### config.mk
export PLATFORM = sky130hd
export DESIGN_NAME = ctz_trim_ctrl
export DESIGN_NICKNAME = d
export VERILOG_FILES = /design/src/ctz_pkg.sv /design/src/ctz_sync_pulse.sv /design/src/ctz_trim_counter.sv /design/src/ctz_trim_ctrl.sv
export VERILOG_INCLUDE_DIRS = /design/src /design/src/src
export SDC_FILE = /design/constraint.sdc
export NUM_CORES = 1
export LEC_CHECK = 0
export ABC_AREA = 1
export BUFFER_PORTS_ARGS = -buffer_cell sky130_fd_sc_hd__buf_2
export CAP_MARGIN = 20
export CORE_MARGIN = 10
export CORE_UTILIZATION = 53
export DETAILED_ROUTE_END_ITERATION = 10
export PLACE_DENSITY = 0.76
export SYNTH_ARGS = -nofsm -noshare
export SYNTH_HDL_FRONTEND = slang
export SYNTH_HIERARCHICAL = 1
export SYNTH_SLANG_ARGS = --single-unit
export TNS_END_PERCENT = 10
### constraint.sdc
create_clock -name ref_clk -period 3.65 [get_ports ref_clk]
set_input_delay 0.365 -clock ref_clk [delete_from_list [all_inputs] [get_ports ref_clk]]
set_output_delay 0.365 -clock ref_clk [all_outputs]
set_load 0.02 [all_outputs]
### src/ctz_params.svh
// Offsets, field positions and reset values of the clock trim control block.
// Assumes a byte-addressed register port with one 32-bit word per register.
`ifndef CTZ_PARAMS_SVH
`define CTZ_PARAMS_SVH

`define CTZ_OFS_CTL0        8'h00
`define CTZ_OFS_CTL1        8'h04
`define CTZ_OFS_STAT        8'h08
`define CTZ_OFS_CLR         8'h0c

`define CTZ_CTL0_RST        32'h0000_2000
`define CTZ_CTL1_RST        32'h2022_bb7f
`define CTZ_CTL1_WMASK      32'hb7ff_ffff
`define CTZ_TRIM_RST        6'h20
`define CTZ_TRIM_MAX        6'h3f

`define CTZ_TRIM_LSB        8
`define CTZ_TRIM_MSB        13
`define CTZ_SOFT_PULSE_BIT  7
`define CTZ_HW_TRIM_BIT     6
`define CTZ_CNT_ON_BIT      5
`define CTZ_EN_MSB          3

`define CTZ_GOOD_BIT        0
`define CTZ_WARN_BIT        1
`define CTZ_ERR_BIT         2
`define CTZ_EREF_BIT        3

`define CTZ_LIM_LSB         16
`define CTZ_LIM_MSB         23
`define CTZ_RELOAD_MSB      15
`define CTZ_MISS_SHIFT      7

`endif

### src/ctz_pkg.sv
// Types shared by the clock trim control block.
// Assumes nothing of its surroundings.
package ctz_pkg;

    typedef enum logic [1:0] {
        CTZ_CNT_IDLE = 2'b00,
        CTZ_CNT_DOWN = 2'b01,
        CTZ_CNT_UP   = 2'b10,
        CTZ_CNT_HALT = 2'b11
    } ctz_cnt_state_type;

    typedef logic [5:0] ctz_trim_type;

endpackage

### src/ctz_sync_pulse.sv
// Reference sync pulse merge: software request joined with the external pulse.
// Assumes ext_pulse is already a one-cycle pulse synchronous to ref_clk.
`timescale 1ns/1ns
`default_nettype none

module ctz_sync_pulse (
    input  wire logic ref_clk,
    input  wire logic rst_n,
    input  wire logic soft_req,
    input  wire logic ext_pulse,
    output logic      sync_pulse
);

    logic soft_q;

    // One register stage keeps the software pulse a single clean cycle
    always_ff @(posedge ref_clk) begin
        if (!rst_n) begin
            soft_q <= 1'b0;
        end else begin
            soft_q <= soft_req;
        end
    end

    assign sync_pulse = soft_q | ext_pulse;

endmodule // ctz_sync_pulse

`default_nettype wire

### src/ctz_trim_counter.sv
// Trim counter: reloads on each sync pulse, counts down to zero, then up to
// the miss limit and halts. Assumes one clock, pulses one cycle long.
`timescale 1ns/1ns
`default_nettype none
`include "ctz_params.svh"

module ctz_trim_counter #(
    parameter int CNT_W = 16,
    parameter int LIM_W = 8
) (
    input  wire logic                     ref_clk,
    input  wire logic                     rst_n,
    input  wire logic                     enable,
    input  wire logic                     sync_pulse,
    input  wire logic [CNT_W-1:0]         reload,
    input  wire logic [LIM_W-1:0]         limit,
    output ctz_pkg::ctz_cnt_state_type    state_q,
    output logic      [CNT_W-1:0]         count_q,
    output logic                          zero_evt,
    output logic                          miss_evt
);

    ctz_pkg::ctz_cnt_state_type state_d;
    logic [CNT_W-1:0]           count_d;
    logic [CNT_W-1:0]           miss_top;

    assign miss_top = CNT_W'({limit, `CTZ_MISS_SHIFT'h0});
    assign zero_evt = (state_q == ctz_pkg::CTZ_CNT_DOWN) && (count_q == '0);
    assign miss_evt = (state_q == ctz_pkg::CTZ_CNT_UP) && (count_q == miss_top);

    always_comb begin
        state_d = state_q;
        count_d = count_q;
        if (!enable) begin
            state_d = ctz_pkg::CTZ_CNT_IDLE;
        end else if (sync_pulse) begin
            state_d = ctz_pkg::CTZ_CNT_DOWN;
            count_d = reload;
        end else begin
            case (state_q)
                ctz_pkg::CTZ_CNT_DOWN: begin
                    if (count_q == '0) begin
                        state_d = ctz_pkg::CTZ_CNT_UP;
                        count_d = CNT_W'(1);
                    end else begin
                        count_d = count_q - CNT_W'(1);
                    end
                end
                ctz_pkg::CTZ_CNT_UP: begin
                    if (count_q == miss_top) begin
                        state_d = ctz_pkg::CTZ_CNT_HALT;
                    end else begin
                        count_d = count_q + CNT_W'(1);
                    end
                end
                ctz_pkg::CTZ_CNT_IDLE: state_d = ctz_pkg::CTZ_CNT_IDLE;
                ctz_pkg::CTZ_CNT_HALT: state_d = ctz_pkg::CTZ_CNT_HALT;
                default:               state_d = ctz_pkg::CTZ_CNT_IDLE;
            endcase
        end
    end

    always_ff @(posedge ref_clk) begin
        if (!rst_n) begin
            state_q <= ctz_pkg::CTZ_CNT_IDLE;
            count_q <= '0;
        end else begin
            state_q <= state_d;
            count_q <= count_d;
        end
    end

endmodule // ctz_trim_counter

`default_nettype wire

### src/ctz_trim_ctrl.sv
// Clock trim control: first control register with trim code, modes and
// interrupt enables, plus locked second control register, status and clear.
// Assumes a synchronous one-cycle external reference pulse on ext_pulse.
`timescale 1ns/1ns
`default_nettype none
`include "ctz_params.svh"

// What this block does
// - Control register resets to 0x00002000, trim code at midpoint.
// - With hardware trim off, software writes and reads trim code freely.
// - With hardware trim on, trim code is read-only, changed by hardware.
// - Trim code 32 is the centre; each step moves about 57KHz.
// - Writing one to bit 7 delivers one reference sync pulse.
// - Bit 7 clears itself and always reads zero; writing zero does nothing.
// - Bit 6 enables hardware trim on each reference evaluation.
// - Bit 5 enables the trim counter; clear disables it.
// - While counter enabled, writes to second control register are ignored.
// - Bit 3 gates the expected-reference flag onto the interrupt.
// - Bit 2 gates the combined error flag onto the interrupt.
// - Bit 1 gates the trim warning flag onto the interrupt.
// - Bit 0 gates the trim good flag onto the interrupt.
// - Hardware trim steps by one within limit to three times limit.
// - Trim code saturates at 0 and 63, flagging a range error.
module ctz_trim_ctrl #(
    parameter int CNT_W = 16,
    parameter int LIM_W = 8
) (
    input  wire logic        ref_clk,
    input  wire logic        rst_n,
    input  wire logic [7:0]  addr,
    input  wire logic [31:0] wr_data,
    input  wire logic        wr_en,
    input  wire logic        rd_en,
    input  wire logic        ext_pulse,
    output logic      [31:0] rd_data,
    output logic             irq,
    output logic      [5:0]  osc_trim_code
);

    // ==========================================================
    // Register state
    ctz_pkg::ctz_trim_type trim_q;
    ctz_pkg::ctz_trim_type trim_d;
    logic                  hw_trim_mode_q;
    logic                  trim_counter_on_q;
    logic [3:0]            irq_en_q;
    logic [31:0]           ctl1_q;
    logic [3:0]            flags_q;
    logic [3:0]            flags_d;
    logic [2:0]            err_src_q;
    logic [2:0]            err_src_d;
    logic [CNT_W-1:0]      cap_q;
    logic                  dir_q;
    logic [31:0]           rd_data_q;
    logic                  irq_q;

    // ==========================================================
    // Address decode
    wire sel_ctl0 = (addr == `CTZ_OFS_CTL0);
    wire sel_ctl1 = (addr == `CTZ_OFS_CTL1);
    wire sel_stat = (addr == `CTZ_OFS_STAT);
    wire sel_clr  = (addr == `CTZ_OFS_CLR);
    wire wr_ctl0  = wr_en && sel_ctl0;
    wire wr_ctl1  = wr_en && sel_ctl1 && !trim_counter_on_q;
    wire wr_clr   = wr_en && sel_clr;
    wire soft_req = wr_ctl0 && wr_data[`CTZ_SOFT_PULSE_BIT];

    wire [5:0] wr_trim = wr_data[`CTZ_TRIM_MSB:`CTZ_TRIM_LSB];
    wire [3:0] clr_bits = wr_clr ? wr_data[3:0] : 4'h0;

    // ==========================================================
    // Sync pulse and counter
    logic                       sync_pulse;
    ctz_pkg::ctz_cnt_state_type cnt_state;
    logic [CNT_W-1:0]           cnt;
    logic                       zero_evt;
    logic                       miss_evt;

    ctz_sync_pulse u_pulse (
        .ref_clk    (ref_clk),
        .rst_n      (rst_n),
        .soft_req   (soft_req),
        .ext_pulse  (ext_pulse),
        .sync_pulse (sync_pulse)
    );

    ctz_trim_counter #(
        .CNT_W (CNT_W),
        .LIM_W (LIM_W)
    ) u_counter (
        .ref_clk    (ref_clk),
        .rst_n      (rst_n),
        .enable     (trim_counter_on_q),
        .sync_pulse (sync_pulse),
        .reload     (ctl1_q[`CTZ_RELOAD_MSB:0]),
        .limit      (ctl1_q[`CTZ_LIM_MSB:`CTZ_LIM_LSB]),
        .state_q    (cnt_state),
        .count_q    (cnt),
        .zero_evt   (zero_evt),
        .miss_evt   (miss_evt)
    );

    // ==========================================================
    // Frequency evaluation at each sync pulse while the counter runs
    wire [CNT_W-1:0] lim1 = CNT_W'(ctl1_q[`CTZ_LIM_MSB:`CTZ_LIM_LSB]);
    wire [CNT_W-1:0] lim3 = CNT_W'(lim1 + (lim1 << 1));
    wire [CNT_W-1:0] top  = CNT_W'({ctl1_q[`CTZ_LIM_MSB:`CTZ_LIM_LSB],
                                    `CTZ_MISS_SHIFT'h0});
    wire             down = (cnt_state == ctz_pkg::CTZ_CNT_DOWN);
    wire             eval = sync_pulse && (cnt_state != ctz_pkg::CTZ_CNT_IDLE);

    wire in_good = cnt < lim3;
    wire in_one  = (cnt >= lim1) && (cnt < lim3);
    wire in_two  = (cnt >= lim3) && (cnt < top);

    wire good_evt  = eval && in_good;
    wire warn_evt  = eval && in_two;
    wire ckerr_evt = eval && down && (cnt >= top);

    // Coarse step when far off keeps convergence short
    wire [1:0] step   = in_one ? 2'h1 : (in_two ? 2'h2 : 2'h0);
    wire       adjust = hw_trim_mode_q && eval && (step != 2'h0);

    wire [6:0] up_sum = {1'b0, trim_q} + {5'h0, step};
    wire       over   = up_sum[6];
    wire       under  = trim_q < {4'h0, step};
    wire [5:0] dn_res = trim_q - {4'h0, step};

    wire trim_err_evt = adjust && (down ? over : under);
    wire [5:0] adj_trim = down ? (over ? `CTZ_TRIM_MAX : up_sum[5:0])
                               : (under ? 6'h00 : dn_res);

    always_comb begin
        trim_d = trim_q;
        if (wr_ctl0 && !hw_trim_mode_q) begin
            trim_d = wr_trim;
        end else if (adjust) begin
            trim_d = adj_trim;
        end
    end

    // ==========================================================
    // Sticky status flags; a set in the clear cycle wins
    wire       err_evt = trim_err_evt || miss_evt || ckerr_evt;
    wire [3:0] set_bits = {zero_evt, err_evt, warn_evt, good_evt};
    wire [2:0] src_set  = {trim_err_evt, miss_evt, ckerr_evt};

    assign flags_d   = (flags_q & ~clr_bits) | set_bits;
    assign err_src_d = (err_src_q & ~{3{clr_bits[`CTZ_ERR_BIT]}}) | src_set;

    // ==========================================================
    // Control register 0
    always_ff @(posedge ref_clk) begin
        if (!rst_n) begin
            trim_q            <= `CTZ_TRIM_RST;
            hw_trim_mode_q    <= 1'b0;
            trim_counter_on_q <= 1'b0;
            irq_en_q          <= 4'h0;
        end else begin
            trim_q <= trim_d;
            if (wr_ctl0) begin
                hw_trim_mode_q    <= wr_data[`CTZ_HW_TRIM_BIT];
                trim_counter_on_q <= wr_data[`CTZ_CNT_ON_BIT];
                irq_en_q          <= wr_data[`CTZ_EN_MSB:0];
            end
        end
    end

    // Control register 1, frozen while counter runs
    always_ff @(posedge ref_clk) begin
        if (!rst_n) begin
            ctl1_q <= `CTZ_CTL1_RST;
        end else if (wr_ctl1) begin
            ctl1_q <= wr_data & `CTZ_CTL1_WMASK;
        end
    end

    // Status, capture and interrupt
    always_ff @(posedge ref_clk) begin
        if (!rst_n) begin
            flags_q   <= 4'h0;
            err_src_q <= 3'h0;
            cap_q     <= '0;
            dir_q     <= 1'b0;
            irq_q     <= 1'b0;
        end else begin
            flags_q   <= flags_d;
            err_src_q <= err_src_d;
            irq_q     <= |(flags_q & irq_en_q);
            if (eval) begin
                cap_q <= cnt;
                dir_q <= down;
            end
        end
    end

    // ==========================================================
    // Read path; the pulse bit and reserved bits always read zero
    wire [31:0] ctl0_rd = {18'h0, trim_q, 1'b0, hw_trim_mode_q,
                           trim_counter_on_q, 1'b0, irq_en_q};
    wire [31:0] stat_rd = {cap_q, dir_q, 4'h0, err_src_q, 4'h0, flags_q};
    wire [31:0] rd_mux  = sel_ctl0 ? ctl0_rd :
                          sel_ctl1 ? ctl1_q  :
                          sel_stat ? stat_rd : 32'h0;

    always_ff @(posedge ref_clk) begin
        if (!rst_n) begin
            rd_data_q <= 32'h0;
        end else begin
            rd_data_q <= rd_en ? rd_mux : 32'h0;
        end
    end

    assign rd_data       = rd_data_q;
    assign irq           = irq_q;
    assign osc_trim_code = trim_q;
endmodule // ctz_trim_ctrl

`default_nettype wire

==> qor.txt <==
largest net degree at the start of global routing -> 62
max-capacitance violation count -> 0
async set or reset register ratio after synthesis -> 0%
Final nets -> 1,238
via count -> 7,410
non-filler cells in the finished layout -> 1,340
Fmax -> 252 MHz
CTS tree -> done
Reg clk slew, reported paths -> 60 ps
all-layer global routing usage -> 24.0%
number of hold-repair buffers added at the cts stage -> 0
sequential share of the synthesized area -> 33.3%
Sw Ratio -> 25.5%
root buf cell -> clkbuf_16
crit-path max cell delay -> 370 ps
Min Hold Slack -> 159 ps
Detail Route Antenna Nets -> 0
Slew Viols, Final -> 0
first-pass GRT wire length -> 35,600 um
hold crit path type -> in2reg
drt first pass iters -> 5
Mean Syn Cell Area -> 6.84 sq um
Worst EP required -> 3970 ps
Mapped Area -> 7100 sq um
hold path start -> wr_data[4]
gpl congestion -> 0.960
FF-to-FF End -> osc_trim_code[3]$_SDFFE_PN0P_
status -> finished with violations
largest area contributor in the synthesized netlist -> dfxtp_1
path depth of the worst reg2reg path -> 29
Net Count, Synth -> 1,125
Lkg Pwr -> 4.07 nW
Most used DFF post-synth -> dfxtp_1
Tcrit/Tclk final -> 109%
DIE HEIGHT -> 136 um
clock sinks -> 118
yosys warns -> 6
CTS max path bufs -> 2
CTS buffer count -> 17
Pwr Density -> 345 nW/um^2
Seq pwr share -> 43.2%
total gr overflow -> 0
Final Instance Area -> 8650 sq um
RSZ-0062 raised after global routing -> yes
I/O Buffers -> 81
H-tree depth -> 4
number of diodes -> 0
Worst Skew -> 8.46 ps
Clk pwr share -> 53.1%
Die W -> 136 um
Min-Delay Endpoint -> ctl1_q[4]$_SDFFE_PN1P_
Critical Path AT -> 4290 ps
combinational fraction of design power -> 3.7%
post-DP HPWL -> 16,300 um
Fillers -> 1,183
I/O pins -> 84
DRC -> 0
Net Switching -> 760 uW
Worst slew margin -> 48.3%
CP dominant cell by count -> nand2_1
top cells by area, synth -> dfxtp_1, nand2_1, ha_1, nor2_1, a21oi_1
Hold Fails Final Rpt -> 0
Placed Instances -> 1,296
worst-skew pair later-pin latency -> 420 ps
min cycle time layout -> 3970 ps
Final WS setup -> -321 ps
core region area -> 13,200 sq um
drt via density -> 5.53
CP max FO -> 5
Crit-path slowest cell -> dfxtp_4
Initial Util -> 53.8%
RR Startpoint -> ctl1_q[17]$_SDFFE_PN1P_
final WL -> 22,400 um
placed inst area -> 7830 sq um
area fraction of the dominant cell type after synthesis -> 33.3%
sequential cell area -> 2370 sq um
1st-iter DRT viols -> 636
failing checks -> setup timing
WL/cell -> 16.7 um
synthesized instance count -> 1,038
count of final setup violators -> 8
P_int -> 2.22 mW
Multi-input gate area -> 4180 sq um
Yosys cell types -> 45
Core Rows -> 42
Worst-Margin Slew -> 775 ps
Worst setup SP type -> flip-flop
reg2reg setup slack -> -320 ps
layout cells sized above 1 -> 22.4%
Hold Path Stages -> 3
synthesized flop and latch total -> 118
Post-synth EDFFs -> 0
worst ir drop on vdd -> 0.305 mV
area grow syn2layout -> 21.9%
initial antenna violation count -> 0
die area -> 18,400 sq um
critical path class -> reg2reg
vias in the first global route -> 6,991
Critical Path Sink Type -> flip-flop
-- metrics by stage --
| step | power (mW) | worst slack (ps) | utilization [%] | setup TNS (ps) |
|---|---|---|---|---|
| after floorplan | 1.38 | -61.3 | - | -123 |
| after global placement | 1.42 | -309 | 59.4 | -2200 |
| after detailed placement | 1.42 | -383 | 59.4 | -2880 |
| after CTS | 2.99 | -316 | 64.6 | -2190 |
| after global routing | 3.06 | -545 | 65.6 | -4170 |
| final | 2.98 | -321 | 65.6 | -2340 |
-- synth_stat cells (all sizes together), types with 2 or more instances --
library cell    n
o22ai           6
a211oi          7
clkbuf         16
o21ai          73
nor2          134
inv           131
fa              3
a31oi           3
nand2         239
a21o            2
xnor2           2
nor3            9
nor4            3
a21boi          3
o211ai         12
a21oi          89
or2             6
ha             39
xor2           12
nand4          25
dfxtp         118
a221oi          6
nand3          70
o21bai          2
buf            24
-- power by group through the flow --
stage / clock network, mW / registers, mW / logic (mW)
5_1_grt: 1.65 / 1.29 / 0.120
3_3_place_gp: 0 / 1.32 / 0.104
4_1_cts: 1.60 / 1.29 / 0.106
2_1_floorplan: 0 / 1.32 / 0.0558
6_report: 1.58 / 1.29 / 0.109
3_5_place_dp: 0 / 1.32 / 0.105
-- layer usage --
layer  vias up  routed length (um)  track usage (%)
li1       3636                   -                -
met1      3423                9540             30.4
met4         0                 542             9.03
met2       300               10500             38.7
met3        51                1790             5.49
met5         -                   0                0
-- worst max path at each step --
stage | startpoint | to | cells past startpoint
6_report | ctl1_q[17]$_SDFFE_PN1P_ | osc_trim_code[3]$_SDFFE_PN0P_ | 29
5_1_grt | ctl1_q[17]$_SDFFE_PN1P_ | osc_trim_code[3]$_SDFFE_PN0P_ | 29
4_1_cts | ctl1_q[17]$_SDFFE_PN1P_ | osc_trim_code[4]$_SDFFE_PN0P_ | 28
3_5_place_dp | ctl1_q[17]$_SDFFE_PN1P_ | flags_q[2]$_SDFF_PN0_ | 27
3_3_place_gp | ctl1_q[17]$_SDFFE_PN1P_ | osc_trim_code[3]$_SDFFE_PN0P_ | 30
2_1_floorplan | ctl1_q[17]$_SDFFE_PN1P_ | osc_trim_code[3]$_SDFFE_PN0P_ | 29
-- worst max-delay path: cells and delay by family (launching register included) --
| kind | cells | cell delay (ps) |
|---|---|---|
| adder cells (fa/ha/maj) | 5 | 1290 |
| XOR/XNOR | 1 | 160 |
| buffers and inverters | 3 | 210 |
| AO/OA/AOI/OAI | 4 | 500 |
| flip-flops | 1 | 370 |
| AND/OR/NAND/NOR | 16 | 1300 |
-- flip-flops by register name (all words and copies together) (netlist names) --
signal / flops
cap_q: 16
rd_data: 32
flags_q: 4
irq: 1
u_counter/count_q: 16
hw_trim_mode_q: 1
osc_trim_code: 6
u_pulse/soft_q: 1
trim_counter_on_q: 1
u_counter/state_q: 2
ctl1_q: 30
err_src_q: 3
irq_en_q: 4
dir_q: 1
-- layout by cell type, fill, tap and decap left out, drive strengths merged, types with 5 or more instances in the layout --
cell,synthesis,final
clkbuf,16,17
o22ai,6,6
ha,39,39
o21ai,73,73
nor3,9,9
nand4,25,25
nor2,134,134
dfxtp,118,118
a21oi,89,89
nand3,70,70
inv,131,140
xor2,12,12
nand2,239,239
a211oi,7,7
clkinv,1,5
a221oi,6,6
or2,6,6
o211ai,12,12
buf,24,134
-- cell families (layout without fill, tap and decap cells) --
group | after synthesis | in the layout | share of synthesized area [%]
flops | 118 | 118 | 33.3
compound gates | 205 | 205 | 16.2
simple gates | 487 | 487 | 30.6
xor+xnor | 14 | 14 | 1.73
fa+ha+maj | 42 | 42 | 7.72
buf+inv | 172 | 298 | 10.4
-- area by class of cell --
type	instances	share of cell area [%]
multi-input combinational	748	48.3
sequential	118	27.4
timing repair buffer	134	9.41
inverter	132	5.75
clock buffer	17	4.92
tap	176	2.54
clock inverter	15	1.59
-- what timing repair did --
action / CTS / global route
hold endpoints to repair: 0 / 0
pin swaps: 21 / 33
endpoints found under the setup margin: 8 / 8
gates resized for setup: 20 / 28
setup buffers: 6 / 7
No activity file was read; power rests on OpenSTA's default activity.
